`config.mk`:
```
export PLATFORM = sky130hd
export DESIGN_NAME = hdc_ctl_flat
export DESIGN_NICKNAME = d
export VERILOG_FILES = /design/src/hdc_pkg.sv /design/src/hdc_if.sv /design/src/hdc_ctl.sv /design/src/flat_wrapper.sv
export SDC_FILE = /design/constraint.sdc
export NUM_CORES = 1
export LEC_CHECK = 0
export BUFFER_PORTS_ARGS = -buffer_cell sky130_fd_sc_hd__buf_2
export CAP_MARGIN = 20
export CORE_UTILIZATION = 23
export DETAILED_ROUTE_END_ITERATION = 12
export RECOVER_POWER = 25
export SYNTH_ARGS = -nofsm -noshare
export SYNTH_HDL_FRONTEND = slang
export SYNTH_SLANG_ARGS = --single-unit
```
`constraint.sdc`:
```
create_clock -name clk_in -period 4.9 [get_ports clk_in]
set_clock_uncertainty 0.05 [all_clocks]
set_input_delay 0.245 -clock clk_in [delete_from_list [all_inputs] [get_ports clk_in]]
set_output_delay 0.245 -clock clk_in [all_outputs]
set_load 0.02 [all_outputs]
```
`src/hdc_pkg.sv`:
```
// hdc_pkg: shared constants for the host dma / irq pin configuration ends
// assumes: both ends and the bench refer to names as hdc_pkg::name
package hdc_pkg;
  // processor bus command codes
  localparam logic [7:0] CMD_HW_RD   = 8'h20;
  localparam logic [7:0] CMD_HW_WR   = 8'hA0;
  localparam logic [7:0] CMD_DMA_RD  = 8'h21;
  localparam logic [7:0] CMD_DMA_WR  = 8'hA1;
  localparam logic [7:0] CMD_CNT_RD  = 8'h22;
  localparam logic [7:0] CMD_CNT_WR  = 8'hA2;
  // host_hardware_config fields
  localparam int HW_IRQ_EN    = 0;
  localparam int HW_IRQ_TRIG  = 1;
  localparam int HW_IRQ_POL   = 2;
  localparam int HW_REQ_POL   = 5;
  localparam int HW_END_POL   = 7;
  localparam int HW_OC_SEL    = 10;
  localparam int HW_SUSP_KEEP = 11;
  localparam int HW_PULLDOWN  = 12;
  localparam logic [15:0] HW_RESET = 16'h0028;
  localparam logic [15:0] HW_WMASK = 16'h1CA7;
  localparam logic [15:0] HW_FIXED = 16'h0008;
  // host_dma_config fields
  localparam int DMA_DIR      = 0;
  localparam int DMA_LIST     = 1;
  localparam int DMA_CNT_SEL  = 2;
  localparam int DMA_RUN      = 4;
  localparam int DMA_BURST_LO = 5;
  localparam logic [15:0] DMA_RESET = 16'h0000;
  localparam logic [15:0] DMA_WMASK = 16'h0077;
  localparam logic [15:0] CNT_RESET = 16'h0000;
  // burst codes and beat counts
  localparam logic [1:0] BURST_1  = 2'h0;
  localparam logic [1:0] BURST_4  = 2'h1;
  localparam logic [1:0] BURST_8  = 2'h2;
  localparam logic [3:0] BEATS_1  = 4'h1;
  localparam logic [3:0] BEATS_4  = 4'h4;
  localparam logic [3:0] BEATS_8  = 4'h8;
  localparam logic [15:0] BYTES_PER_BEAT = 16'h0002;
  // controller register map
  localparam int          CTL_ADDR_W = 8;
  localparam logic [7:0]  CTL_CMD    = 8'h00;
  localparam logic [7:0]  CTL_STAT   = 8'h04;
  localparam logic [7:0]  CTL_RSP    = 8'h08;
  localparam logic [7:0]  CTL_DMA    = 8'h0C;
  localparam logic [7:0]  CTL_DDATA  = 8'h10;
  localparam logic [7:0]  CTL_BEATS  = 8'h14;
  localparam int DC_GO      = 0;
  localparam int DC_DIR     = 1;
  localparam int DC_EOT     = 2;
  localparam int DC_REQ_POL = 3;
  localparam int DC_END_POL = 4;
  localparam int DC_END_LO  = 16;
  localparam logic [1:0]  RESP_OKAY   = 2'h0;
  localparam logic [1:0]  RESP_SLVERR = 2'h2;
endpackage

```
`src/hdc_if.sv`:
```
// hdc_if: processor bus, dma handshake and irq pin between the two ends
// assumes: both ends share one clock; the bench instantiates and joins
`timescale 1ns/10ps
interface hdc_if;
  // processor bus
  logic        cmd_valid;
  logic [7:0]  cmd_code;
  logic [15:0] cmd_wdata;
  logic        rsp_valid;
  logic [15:0] rsp_data;
  // pins
  logic        irq_pin;
  logic        dma_req_pin;
  logic        dma_ack_n;
  logic        dma_rd_strb;
  logic        dma_wr_strb;
  logic        xfer_end_pin;
  logic [15:0] dma_wdata;
  logic [15:0] dma_rdata;

  modport dev_mp (
    input  cmd_valid, cmd_code, cmd_wdata, dma_ack_n, dma_rd_strb, dma_wr_strb, xfer_end_pin, dma_wdata,
    output rsp_valid, rsp_data, irq_pin, dma_req_pin, dma_rdata
  );
  modport ctl_mp (
    output cmd_valid, cmd_code, cmd_wdata, dma_ack_n, dma_rd_strb, dma_wr_strb, xfer_end_pin, dma_wdata,
    input  rsp_valid, rsp_data, irq_pin, dma_req_pin, dma_rdata
  );
endinterface

```
`src/hdc_ctl.sv`:
```
// hdc_ctl: processor and external dma controller end, driven over axi4-lite
// assumes: device end on the same clock behind hdc_if.dev_mp
`timescale 1ns/10ps
module hdc_ctl (
  // clock and reset
  input  wire logic                          clk_in,
  input  wire logic                          arst_n_in,
  // axi4-lite write
  input  wire logic [hdc_pkg::CTL_ADDR_W-1:0] s_axi_awaddr_in,
  input  wire logic                          s_axi_awvalid_in,
  output logic                               s_axi_awready_out,
  input  wire logic [31:0]                   s_axi_wdata_in,
  input  wire logic [3:0]                    s_axi_wstrb_in,
  input  wire logic                          s_axi_wvalid_in,
  output logic                               s_axi_wready_out,
  output logic [1:0]                         s_axi_bresp_out,
  output logic                               s_axi_bvalid_out,
  input  wire logic                          s_axi_bready_in,
  // axi4-lite read
  input  wire logic [hdc_pkg::CTL_ADDR_W-1:0] s_axi_araddr_in,
  input  wire logic                          s_axi_arvalid_in,
  output logic                               s_axi_arready_out,
  output logic [31:0]                        s_axi_rdata_out,
  output logic [1:0]                         s_axi_rresp_out,
  output logic                               s_axi_rvalid_out,
  input  wire logic                          s_axi_rready_in,
  // link to device
  hdc_if.ctl_mp                              bus
);
  typedef struct packed {
    logic        aw_h;
    logic [7:0]  aw_a;
    logic        w_h;
    logic [31:0] w_d;
    logic [3:0]  w_s;
    logic        bv;
    logic [1:0]  br;
    logic        rv;
    logic [31:0] rd;
    logic [1:0]  rr;
    logic [31:0] cmd;
    logic        rsp_h;
    logic [15:0] rsp_d;
    logic [31:0] dctl;
    logic [15:0] ddat;
    logic [15:0] drd;
    logic [15:0] beats;
    logic        cmd_v;
    logic        ack_n;
    logic        rd_s;
    logic        wr_s;
    logic [15:0] dwd;
    logic        end_act;
    logic        phase;
  } hdc_ctl_state_t;

  localparam hdc_ctl_state_t ST_RESET = '{ack_n: 1'b1, default: '0};

  hdc_ctl_state_t s_r;
  hdc_ctl_state_t s_nxt;
  logic [31:0]    wval;
  logic [15:0]    beats_inc;
  logic           req_act;

  function automatic logic [31:0] hdc_merge(input logic [31:0] old, input logic [31:0] d, input logic [3:0] s);
    logic [31:0] r;
    r = old;
    for (int i = 0; i < 4; i++) begin
      if (s[i]) begin
        r[i*8 +: 8] = d[i*8 +: 8];
      end
    end
    return r;
  endfunction

  always_comb begin
    s_nxt         = s_r;
    s_nxt.cmd_v   = 1'b0;
    s_nxt.ack_n   = 1'b1;
    s_nxt.rd_s    = 1'b0;
    s_nxt.wr_s    = 1'b0;
    s_nxt.end_act = 1'b0;
    wval          = 32'h0000_0000;
    beats_inc     = s_r.beats + 16'h0001;
    // axi write channels
    if (s_axi_awvalid_in && !s_r.aw_h) begin
      s_nxt.aw_h = 1'b1;
      s_nxt.aw_a = s_axi_awaddr_in;
    end
    if (s_axi_wvalid_in && !s_r.w_h) begin
      s_nxt.w_h = 1'b1;
      s_nxt.w_d = s_axi_wdata_in;
      s_nxt.w_s = s_axi_wstrb_in;
    end
    if (s_r.bv && s_axi_bready_in) begin
      s_nxt.bv = 1'b0;
    end
    // dma handshake as external controller
    req_act = (bus.dma_req_pin == s_r.dctl[hdc_pkg::DC_REQ_POL]);
    if (!s_r.dctl[hdc_pkg::DC_GO] || s_r.phase) begin
      s_nxt.phase = 1'b0;
    end else if (req_act) begin
      s_nxt.phase = 1'b1;
      s_nxt.ack_n = 1'b0;
      s_nxt.rd_s  = !s_r.dctl[hdc_pkg::DC_DIR];
      s_nxt.wr_s  = s_r.dctl[hdc_pkg::DC_DIR];
      s_nxt.dwd   = s_r.ddat;
      s_nxt.beats = beats_inc;
      if (!s_r.dctl[hdc_pkg::DC_DIR]) begin
        s_nxt.drd = bus.dma_rdata;
      end
      if (s_r.dctl[hdc_pkg::DC_EOT] && beats_inc == s_r.dctl[hdc_pkg::DC_END_LO +: 16]) begin
        s_nxt.end_act             = 1'b1;
        s_nxt.dctl[hdc_pkg::DC_GO] = 1'b0;
      end
    end
    // register write
    if (s_r.aw_h && s_r.w_h && !s_r.bv) begin
      s_nxt.aw_h = 1'b0;
      s_nxt.w_h  = 1'b0;
      s_nxt.bv   = 1'b1;
      s_nxt.br   = hdc_pkg::RESP_OKAY;
      case (s_r.aw_a)
        hdc_pkg::CTL_CMD: begin
          wval        = hdc_merge(s_r.cmd, s_r.w_d, s_r.w_s);
          s_nxt.cmd   = wval;
          s_nxt.cmd_v = 1'b1;
          s_nxt.rsp_h = 1'b0;
        end
        hdc_pkg::CTL_DMA: begin
          wval       = hdc_merge(s_r.dctl, s_r.w_d, s_r.w_s);
          s_nxt.dctl = wval;
          if (wval[hdc_pkg::DC_GO]) begin
            s_nxt.beats = 16'h0000;
          end
        end
        hdc_pkg::CTL_DDATA: begin
          wval       = hdc_merge({16'h0000, s_r.ddat}, s_r.w_d, s_r.w_s);
          s_nxt.ddat = wval[15:0];
        end
        hdc_pkg::CTL_STAT, hdc_pkg::CTL_RSP, hdc_pkg::CTL_BEATS: begin
        end
        default: begin
          s_nxt.br = hdc_pkg::RESP_SLVERR;
        end
      endcase
    end
    // device answer wins over the clear
    if (bus.rsp_valid) begin
      s_nxt.rsp_h = 1'b1;
      s_nxt.rsp_d = bus.rsp_data;
    end
    // register read
    if (s_r.rv && s_axi_rready_in) begin
      s_nxt.rv = 1'b0;
    end
    if (s_axi_arvalid_in && !s_r.rv) begin
      s_nxt.rv = 1'b1;
      s_nxt.rr = hdc_pkg::RESP_OKAY;
      case (s_axi_araddr_in)
        hdc_pkg::CTL_CMD:   s_nxt.rd = s_r.cmd;
        hdc_pkg::CTL_STAT:  s_nxt.rd = {28'h000_0000, bus.dma_req_pin, bus.irq_pin,
                                        s_r.dctl[hdc_pkg::DC_GO], s_r.rsp_h};
        hdc_pkg::CTL_RSP:   s_nxt.rd = {16'h0000, s_r.rsp_d};
        hdc_pkg::CTL_DMA:   s_nxt.rd = s_r.dctl;
        hdc_pkg::CTL_DDATA: s_nxt.rd = {16'h0000, s_r.drd};
        hdc_pkg::CTL_BEATS: s_nxt.rd = {16'h0000, s_r.beats};
        default: begin
          s_nxt.rd = 32'h0000_0000;
          s_nxt.rr = hdc_pkg::RESP_SLVERR;
        end
      endcase
    end
  end

  always_ff @(posedge clk_in or negedge arst_n_in) begin
    if (!arst_n_in) begin
      s_r <= ST_RESET;
    end else begin
      s_r <= s_nxt;
    end
  end

  // axi outputs
  assign s_axi_awready_out = !s_r.aw_h;
  assign s_axi_wready_out  = !s_r.w_h;
  assign s_axi_bvalid_out  = s_r.bv;
  assign s_axi_bresp_out   = s_r.br;
  assign s_axi_arready_out = !s_r.rv;
  assign s_axi_rvalid_out  = s_r.rv;
  assign s_axi_rdata_out   = s_r.rd;
  assign s_axi_rresp_out   = s_r.rr;

  // link outputs
  assign bus.cmd_valid    = s_r.cmd_v;
  assign bus.cmd_code     = s_r.cmd[7:0];
  assign bus.cmd_wdata    = s_r.cmd[31:16];
  assign bus.dma_ack_n    = s_r.ack_n;
  assign bus.dma_rd_strb  = s_r.rd_s;
  assign bus.dma_wr_strb  = s_r.wr_s;
  assign bus.dma_wdata    = s_r.dwd;
  assign bus.xfer_end_pin = s_r.end_act ~^ s_r.dctl[hdc_pkg::DC_END_POL];
endmodule

```
`src/flat_wrapper.sv`:
```
// flat-port wrapper written by rule: the top's interface ports become plain ports
module hdc_ctl_flat 
  (clk_in, arst_n_in, s_axi_awaddr_in, s_axi_awvalid_in, s_axi_awready_out, s_axi_wdata_in, s_axi_wstrb_in, s_axi_wvalid_in, s_axi_wready_out, s_axi_bresp_out, s_axi_bvalid_out, s_axi_bready_in, s_axi_araddr_in, s_axi_arvalid_in, s_axi_arready_out, s_axi_rdata_out, s_axi_rresp_out, s_axi_rvalid_out, s_axi_rready_in, bus_cmd_valid, bus_cmd_code, bus_cmd_wdata, bus_dma_ack_n, bus_dma_rd_strb, bus_dma_wr_strb, bus_xfer_end_pin, bus_dma_wdata, bus_rsp_valid, bus_rsp_data, bus_irq_pin, bus_dma_req_pin, bus_dma_rdata);
  hdc_if bus_i ();
  input  wire logic clk_in;
  input  wire logic arst_n_in;
  input  wire logic [hdc_pkg::CTL_ADDR_W-1:0] s_axi_awaddr_in;
  input  wire logic s_axi_awvalid_in;
  output logic s_axi_awready_out;
  input  wire logic [31:0] s_axi_wdata_in;
  input  wire logic [3:0] s_axi_wstrb_in;
  input  wire logic s_axi_wvalid_in;
  output logic s_axi_wready_out;
  output logic [1:0] s_axi_bresp_out;
  output logic s_axi_bvalid_out;
  input  wire logic s_axi_bready_in;
  input  wire logic [hdc_pkg::CTL_ADDR_W-1:0] s_axi_araddr_in;
  input  wire logic s_axi_arvalid_in;
  output logic s_axi_arready_out;
  output logic [31:0] s_axi_rdata_out;
  output logic [1:0] s_axi_rresp_out;
  output logic s_axi_rvalid_out;
  input  wire logic s_axi_rready_in;
  output wire logic [$bits(bus_i.cmd_valid)-1:0] bus_cmd_valid;
  output wire logic [$bits(bus_i.cmd_code)-1:0] bus_cmd_code;
  output wire logic [$bits(bus_i.cmd_wdata)-1:0] bus_cmd_wdata;
  output wire logic [$bits(bus_i.dma_ack_n)-1:0] bus_dma_ack_n;
  output wire logic [$bits(bus_i.dma_rd_strb)-1:0] bus_dma_rd_strb;
  output wire logic [$bits(bus_i.dma_wr_strb)-1:0] bus_dma_wr_strb;
  output wire logic [$bits(bus_i.xfer_end_pin)-1:0] bus_xfer_end_pin;
  output wire logic [$bits(bus_i.dma_wdata)-1:0] bus_dma_wdata;
  input wire logic [$bits(bus_i.rsp_valid)-1:0] bus_rsp_valid;
  input wire logic [$bits(bus_i.rsp_data)-1:0] bus_rsp_data;
  input wire logic [$bits(bus_i.irq_pin)-1:0] bus_irq_pin;
  input wire logic [$bits(bus_i.dma_req_pin)-1:0] bus_dma_req_pin;
  input wire logic [$bits(bus_i.dma_rdata)-1:0] bus_dma_rdata;
  assign bus_cmd_valid = bus_i.cmd_valid;
  assign bus_cmd_code = bus_i.cmd_code;
  assign bus_cmd_wdata = bus_i.cmd_wdata;
  assign bus_dma_ack_n = bus_i.dma_ack_n;
  assign bus_dma_rd_strb = bus_i.dma_rd_strb;
  assign bus_dma_wr_strb = bus_i.dma_wr_strb;
  assign bus_xfer_end_pin = bus_i.xfer_end_pin;
  assign bus_dma_wdata = bus_i.dma_wdata;
  assign bus_i.rsp_valid = bus_rsp_valid;
  assign bus_i.rsp_data = bus_rsp_data;
  assign bus_i.irq_pin = bus_irq_pin;
  assign bus_i.dma_req_pin = bus_dma_req_pin;
  assign bus_i.dma_rdata = bus_dma_rdata;
  hdc_ctl u_core (.clk_in(clk_in), .arst_n_in(arst_n_in), .s_axi_awaddr_in(s_axi_awaddr_in), .s_axi_awvalid_in(s_axi_awvalid_in), .s_axi_awready_out(s_axi_awready_out), .s_axi_wdata_in(s_axi_wdata_in), .s_axi_wstrb_in(s_axi_wstrb_in), .s_axi_wvalid_in(s_axi_wvalid_in), .s_axi_wready_out(s_axi_wready_out), .s_axi_bresp_out(s_axi_bresp_out), .s_axi_bvalid_out(s_axi_bvalid_out), .s_axi_bready_in(s_axi_bready_in), .s_axi_araddr_in(s_axi_araddr_in), .s_axi_arvalid_in(s_axi_arvalid_in), .s_axi_arready_out(s_axi_arready_out), .s_axi_rdata_out(s_axi_rdata_out), .s_axi_rresp_out(s_axi_rresp_out), .s_axi_rvalid_out(s_axi_rvalid_out), .s_axi_rready_in(s_axi_rready_in), .bus(bus_i));
endmodule
```
==> results list <==
- Power per unit of standard cell area: 465 nW/um2
- Chip height: 218 um
- The number of pins with negative max-slew slack in the final report came to 102.
- FMAX: 341 MHz
* Static leakage power: 6.23 nW
- The worst pin sits at a relative slew slack of -0.802.
- The finished cells cover 13500 um2.
* Number of vias per cell: 4.34
- The core region is 45700 um2.
* Fill cells: 4716
- In the finished design, the share of the clock period the worst path needs comes to 0.599.
- Violations in the final reports: max-capacitance violations, max-slew violations
* Initial Utilization: 0.234
- The critical path goes through xor2_1, nor3b_2, clkbuf_1, nand4_1, nor4_1, and4_4, o22ai_2.
- Of the cells placed in the final design, the portion with a size suffix greater than 1 is 0.336.
* Total negative setup slack: 0 ns
- The final layout contains routed wiring with a total length of 31.1 mm.
- The HPWL after detailed placement is 22.7 mm.
- The completed layout was analyzed and its total power is 6.28 mW.
- Share of synthesized registers carrying an async set or reset: 1.00
- Drt first-iter violations: 338
* Post-synthesis sequential area ratio: 0.545
- Critical path data arrival time: 3.34 ns
* Slowest-stage cell, CP: sky130_fd_sc_hd__clkbuf_1
- In this run the mean area of a mapped cell was 11.7 um2.
* Maximum root-to-sink buffer count: 3
* Maximum ir drop on the vdd rail: 0.250 mV
- Setup violations remaining at the end of the flow were counted as 0.
* Number of synthesized flops with an enable pin: 0
- The number of global-route vias before repair is 7814.
- The initialized floorplan defines 78 standard-cell rows.
- In the global route stage, overall resource usage came out at 0.132.
- First-pass GRT wire length: 47.7 mm
* Yosys warns: 0
* Critical path start-end classification: flop to flop
* Wire length per cell: 18.2 um
* Transition time at the pin with the least slew margin: 2.70 ns
* Area growth syn-to-layout: 26.2%
* Post-CTS repair timing setup buffer count: 0
- Primary flip-flop cell chosen by synthesis mapping: sky130_fd_sc_hd__dfrtp_1
* Die W: 218 um
- Clock-pin slew was measured on the worst setup and hold paths at 0.06 ns.
* Largest net degree at the start of global routing: 133
* Number of buffers inserted during clock tree synthesis: 29
- Initial antenna violation count: 2
- GPL Wtd Cong: 0.846
- Worst Path Required: 5.30 ns
* Number of I/O pins: 180
* IO Port Bufs: 177
- Setup repair after global routing left no endpoint under its margin.
- Max-cap violations: 1
- Top library cells by usage in the layout, fill and taps aside: sky130_fd_sc_hd__dfrtp_1, sky130_fd_sc_hd__buf_2, sky130_fd_sc_hd__mux2_2, sky130_fd_sc_hd__nand2_1, sky130_fd_sc_hd__dlygate4sd3_1
- In this run, distinct cell masters in the synthesized netlist total 60.
- Share of the core filled with cells: 0.296
- Result of the run: finished, violations left
- Die area: 47400 um2
- TritonCTS built the clock tree.
- For this run, the slowest stage of the critical path takes 1.00 ns.
- For this design, the sink count on the clock tree is 233.
* Detail Route Antenna Nets: 0
- Post-Syn Instances: 912
- Largest driver fanout on the critical path: 25
* Final hold violation count: 0
* Startpoint types: flop
- Gr ovfl total: 0
- Flop and latch count out of synthesis: 233
- The clock period could shrink to 2.94 ns.
* Cell at the root of the clock tree: sky130_fd_sc_hd__clkbuf_16
- Most common cell after layout, fill and taps aside: sky130_fd_sc_hd__dfrtp_1
- Type of destination of the critical path: flop
* Netlist area before placement: 10700 um2
- Count of vias placed by the detailed router: 7422
- After detailed placement, the total cell area comes to 11700 um2.
- In this run the number of H-tree levels came out at 1.
- DR DRC count: 0
- For this run, the detailed router's first-pass iteration total came to 4.
* Nets@finish: 1183
* Hold WC Path Type: input pin to flop
- Clock insertion delay at the later pin of the skew report: 0.57 ns
-- critical path: cells and delay by family, from the launching register on --
family	cells	cell delay (ns)
AOI/OAI and AO/OA	1	0.07
buffers and inverters	1	1.00
DFF	1	0.41
xor gates and xnor gates	1	0.19
and+or+nand+nor	4	1.10
-- state kept, by name (all words and copies together) (netlist names) --
name and count:
u_core.bus.cmd_code 8, u_core.bus.cmd_valid 1, u_core.bus.cmd_wdata 16, u_core.bus.dma_ack_n 1
u_core.bus.dma_rd_strb 1, u_core.bus.dma_wdata 16, u_core.bus.dma_wr_strb 1, u_core.s_axi_bresp_out 1
u_core.s_axi_bvalid_out 1, u_core.s_axi_rdata_out 32, u_core.s_axi_rresp_out 1, u_core.s_axi_rvalid_out 1
u_core.s_r 153
-- kinds of logic after synthesis --
| family | share of synthesized area |
|---|---|
| other | 0.000350 |
| XOR/XNOR | 0.0278 |
| AO/OA/AOI/OAI | 0.0785 |
| AND/OR/NAND/NOR | 0.0914 |
| adder cells (fa/ha/maj) | 0.00117 |
| buffers and inverters | 0.0744 |
| flip-flops | 0.545 |
| multiplexers | 0.182 |
-- final cells by class --
| cell class | instances | area (um2) | share of cell area |
|---|---|---|---|
| diodes | 1 | 2.50 | 0.000185 |
| clock buffers | 40 | 827 | 0.0612 |
| clock inverters | 14 | 206 | 0.0153 |
| inverters | 8 | 30.0 | 0.00222 |
| multi-input cells | 550 | 4090 | 0.303 |
| flip-flops and latches | 233 | 5830 | 0.431 |
| well taps | 600 | 751 | 0.0555 |
| repair buffers | 266 | 1780 | 0.132 |
-- through the flow --
stage | hold slack (ns) | std cells | setup slack [ns]
after floorplan | -0.101 | 913 | 2.68
after global placement | 0.300 | 1572 | 2.01
after detailed placement | 0.311 | 1573 | 2.17
after CTS | 0.0272 | 1709 | 2.15
after global routing | 0.0391 | 1712 | 1.57
final | 0.0510 | 1712 | 1.96
-- routing by layer --
layer	vias to the layer above	global-route usage	share of wire
li1	3465	-	-
met4	0	0.0401	0.020
met1	3744	0.165	0.43
met5	-	0	0
met2	175	0.230	0.50
met3	38	0.0244	0.050
-- Yosys cell counts, types with 2 or more instances --
library cell               count  area (um2)
sky130_fd_sc_hd__a21oi_1       8        40.0
sky130_fd_sc_hd__a221oi_1      2        17.5
sky130_fd_sc_hd__a22o_1       13         114
sky130_fd_sc_hd__a22oi_1      28         210
sky130_fd_sc_hd__and2_1        2        12.5
sky130_fd_sc_hd__and3_1        4        25.0
sky130_fd_sc_hd__buf_1         3        11.3
sky130_fd_sc_hd__buf_2        11        55.1
sky130_fd_sc_hd__buf_4        78         586
sky130_fd_sc_hd__clkbuf_1     28         105
sky130_fd_sc_hd__clkbuf_2      2        10.0
sky130_fd_sc_hd__dfrtp_1     232        5810
sky130_fd_sc_hd__inv_1         7        26.3
sky130_fd_sc_hd__mux2_1       17         191
sky130_fd_sc_hd__mux2_2      138        1550
sky130_fd_sc_hd__mux2i_1      20         200
sky130_fd_sc_hd__nand2_1     124         465
sky130_fd_sc_hd__nand3_1       7        35.0
sky130_fd_sc_hd__nand4_1       8        50.1
sky130_fd_sc_hd__nor2_1       27         101
sky130_fd_sc_hd__nor2b_1       5        31.3
sky130_fd_sc_hd__nor3_1        7        35.0
sky130_fd_sc_hd__nor3b_2       2        25.0
sky130_fd_sc_hd__nor4_1        5        31.3
sky130_fd_sc_hd__o211ai_1      6        45.0
sky130_fd_sc_hd__o21a_1        2        15.0
sky130_fd_sc_hd__o21ai_0      37         185
sky130_fd_sc_hd__o21ai_1      21         105
sky130_fd_sc_hd__or2_1         3        18.8
sky130_fd_sc_hd__or3_1         3        18.8
sky130_fd_sc_hd__xnor2_1      21         184
sky130_fd_sc_hd__xor2_1       13         114
-- worst paths after layout --
| path | slack [ns] | to | from | cells after the start |
|---|---|---|---|---|
| setup / recovery | 1.96 | u_core.s_r[70] | u_core.s_r[73] | 7 |
| hold / removal | 0.05 | u_core.s_axi_rresp_out[1] | s_axi_araddr_in[7] | 3 |
| setup reg to reg | 1.96 | u_core.s_r[70] | u_core.s_r[73] | 7 |
| hold reg to reg | 0.41 | u_core.bus.dma_wdata[7] | u_core.s_r[61] | 2 |
| max in group asynchronous | 2.04 | u_core.s_r[192] | arst_n_in | 3 |
| min in group asynchronous | 1.01 | u_core.bus.dma_wdata[13] | arst_n_in | 2 |
-- report_power, final --
group	switching, mW	total (mW)	internal (mW)
logic	0.606	1.20	0.598
clock network	0.883	2.28	1.40
registers	0.435	2.79	2.36
-- repair_timing --
action                    CTS  global route
hold endpoints to repair  181             0
hold buffers               82             0
gates resized for setup     0             0
Note: power is estimated with default switching activity, not from simulation.
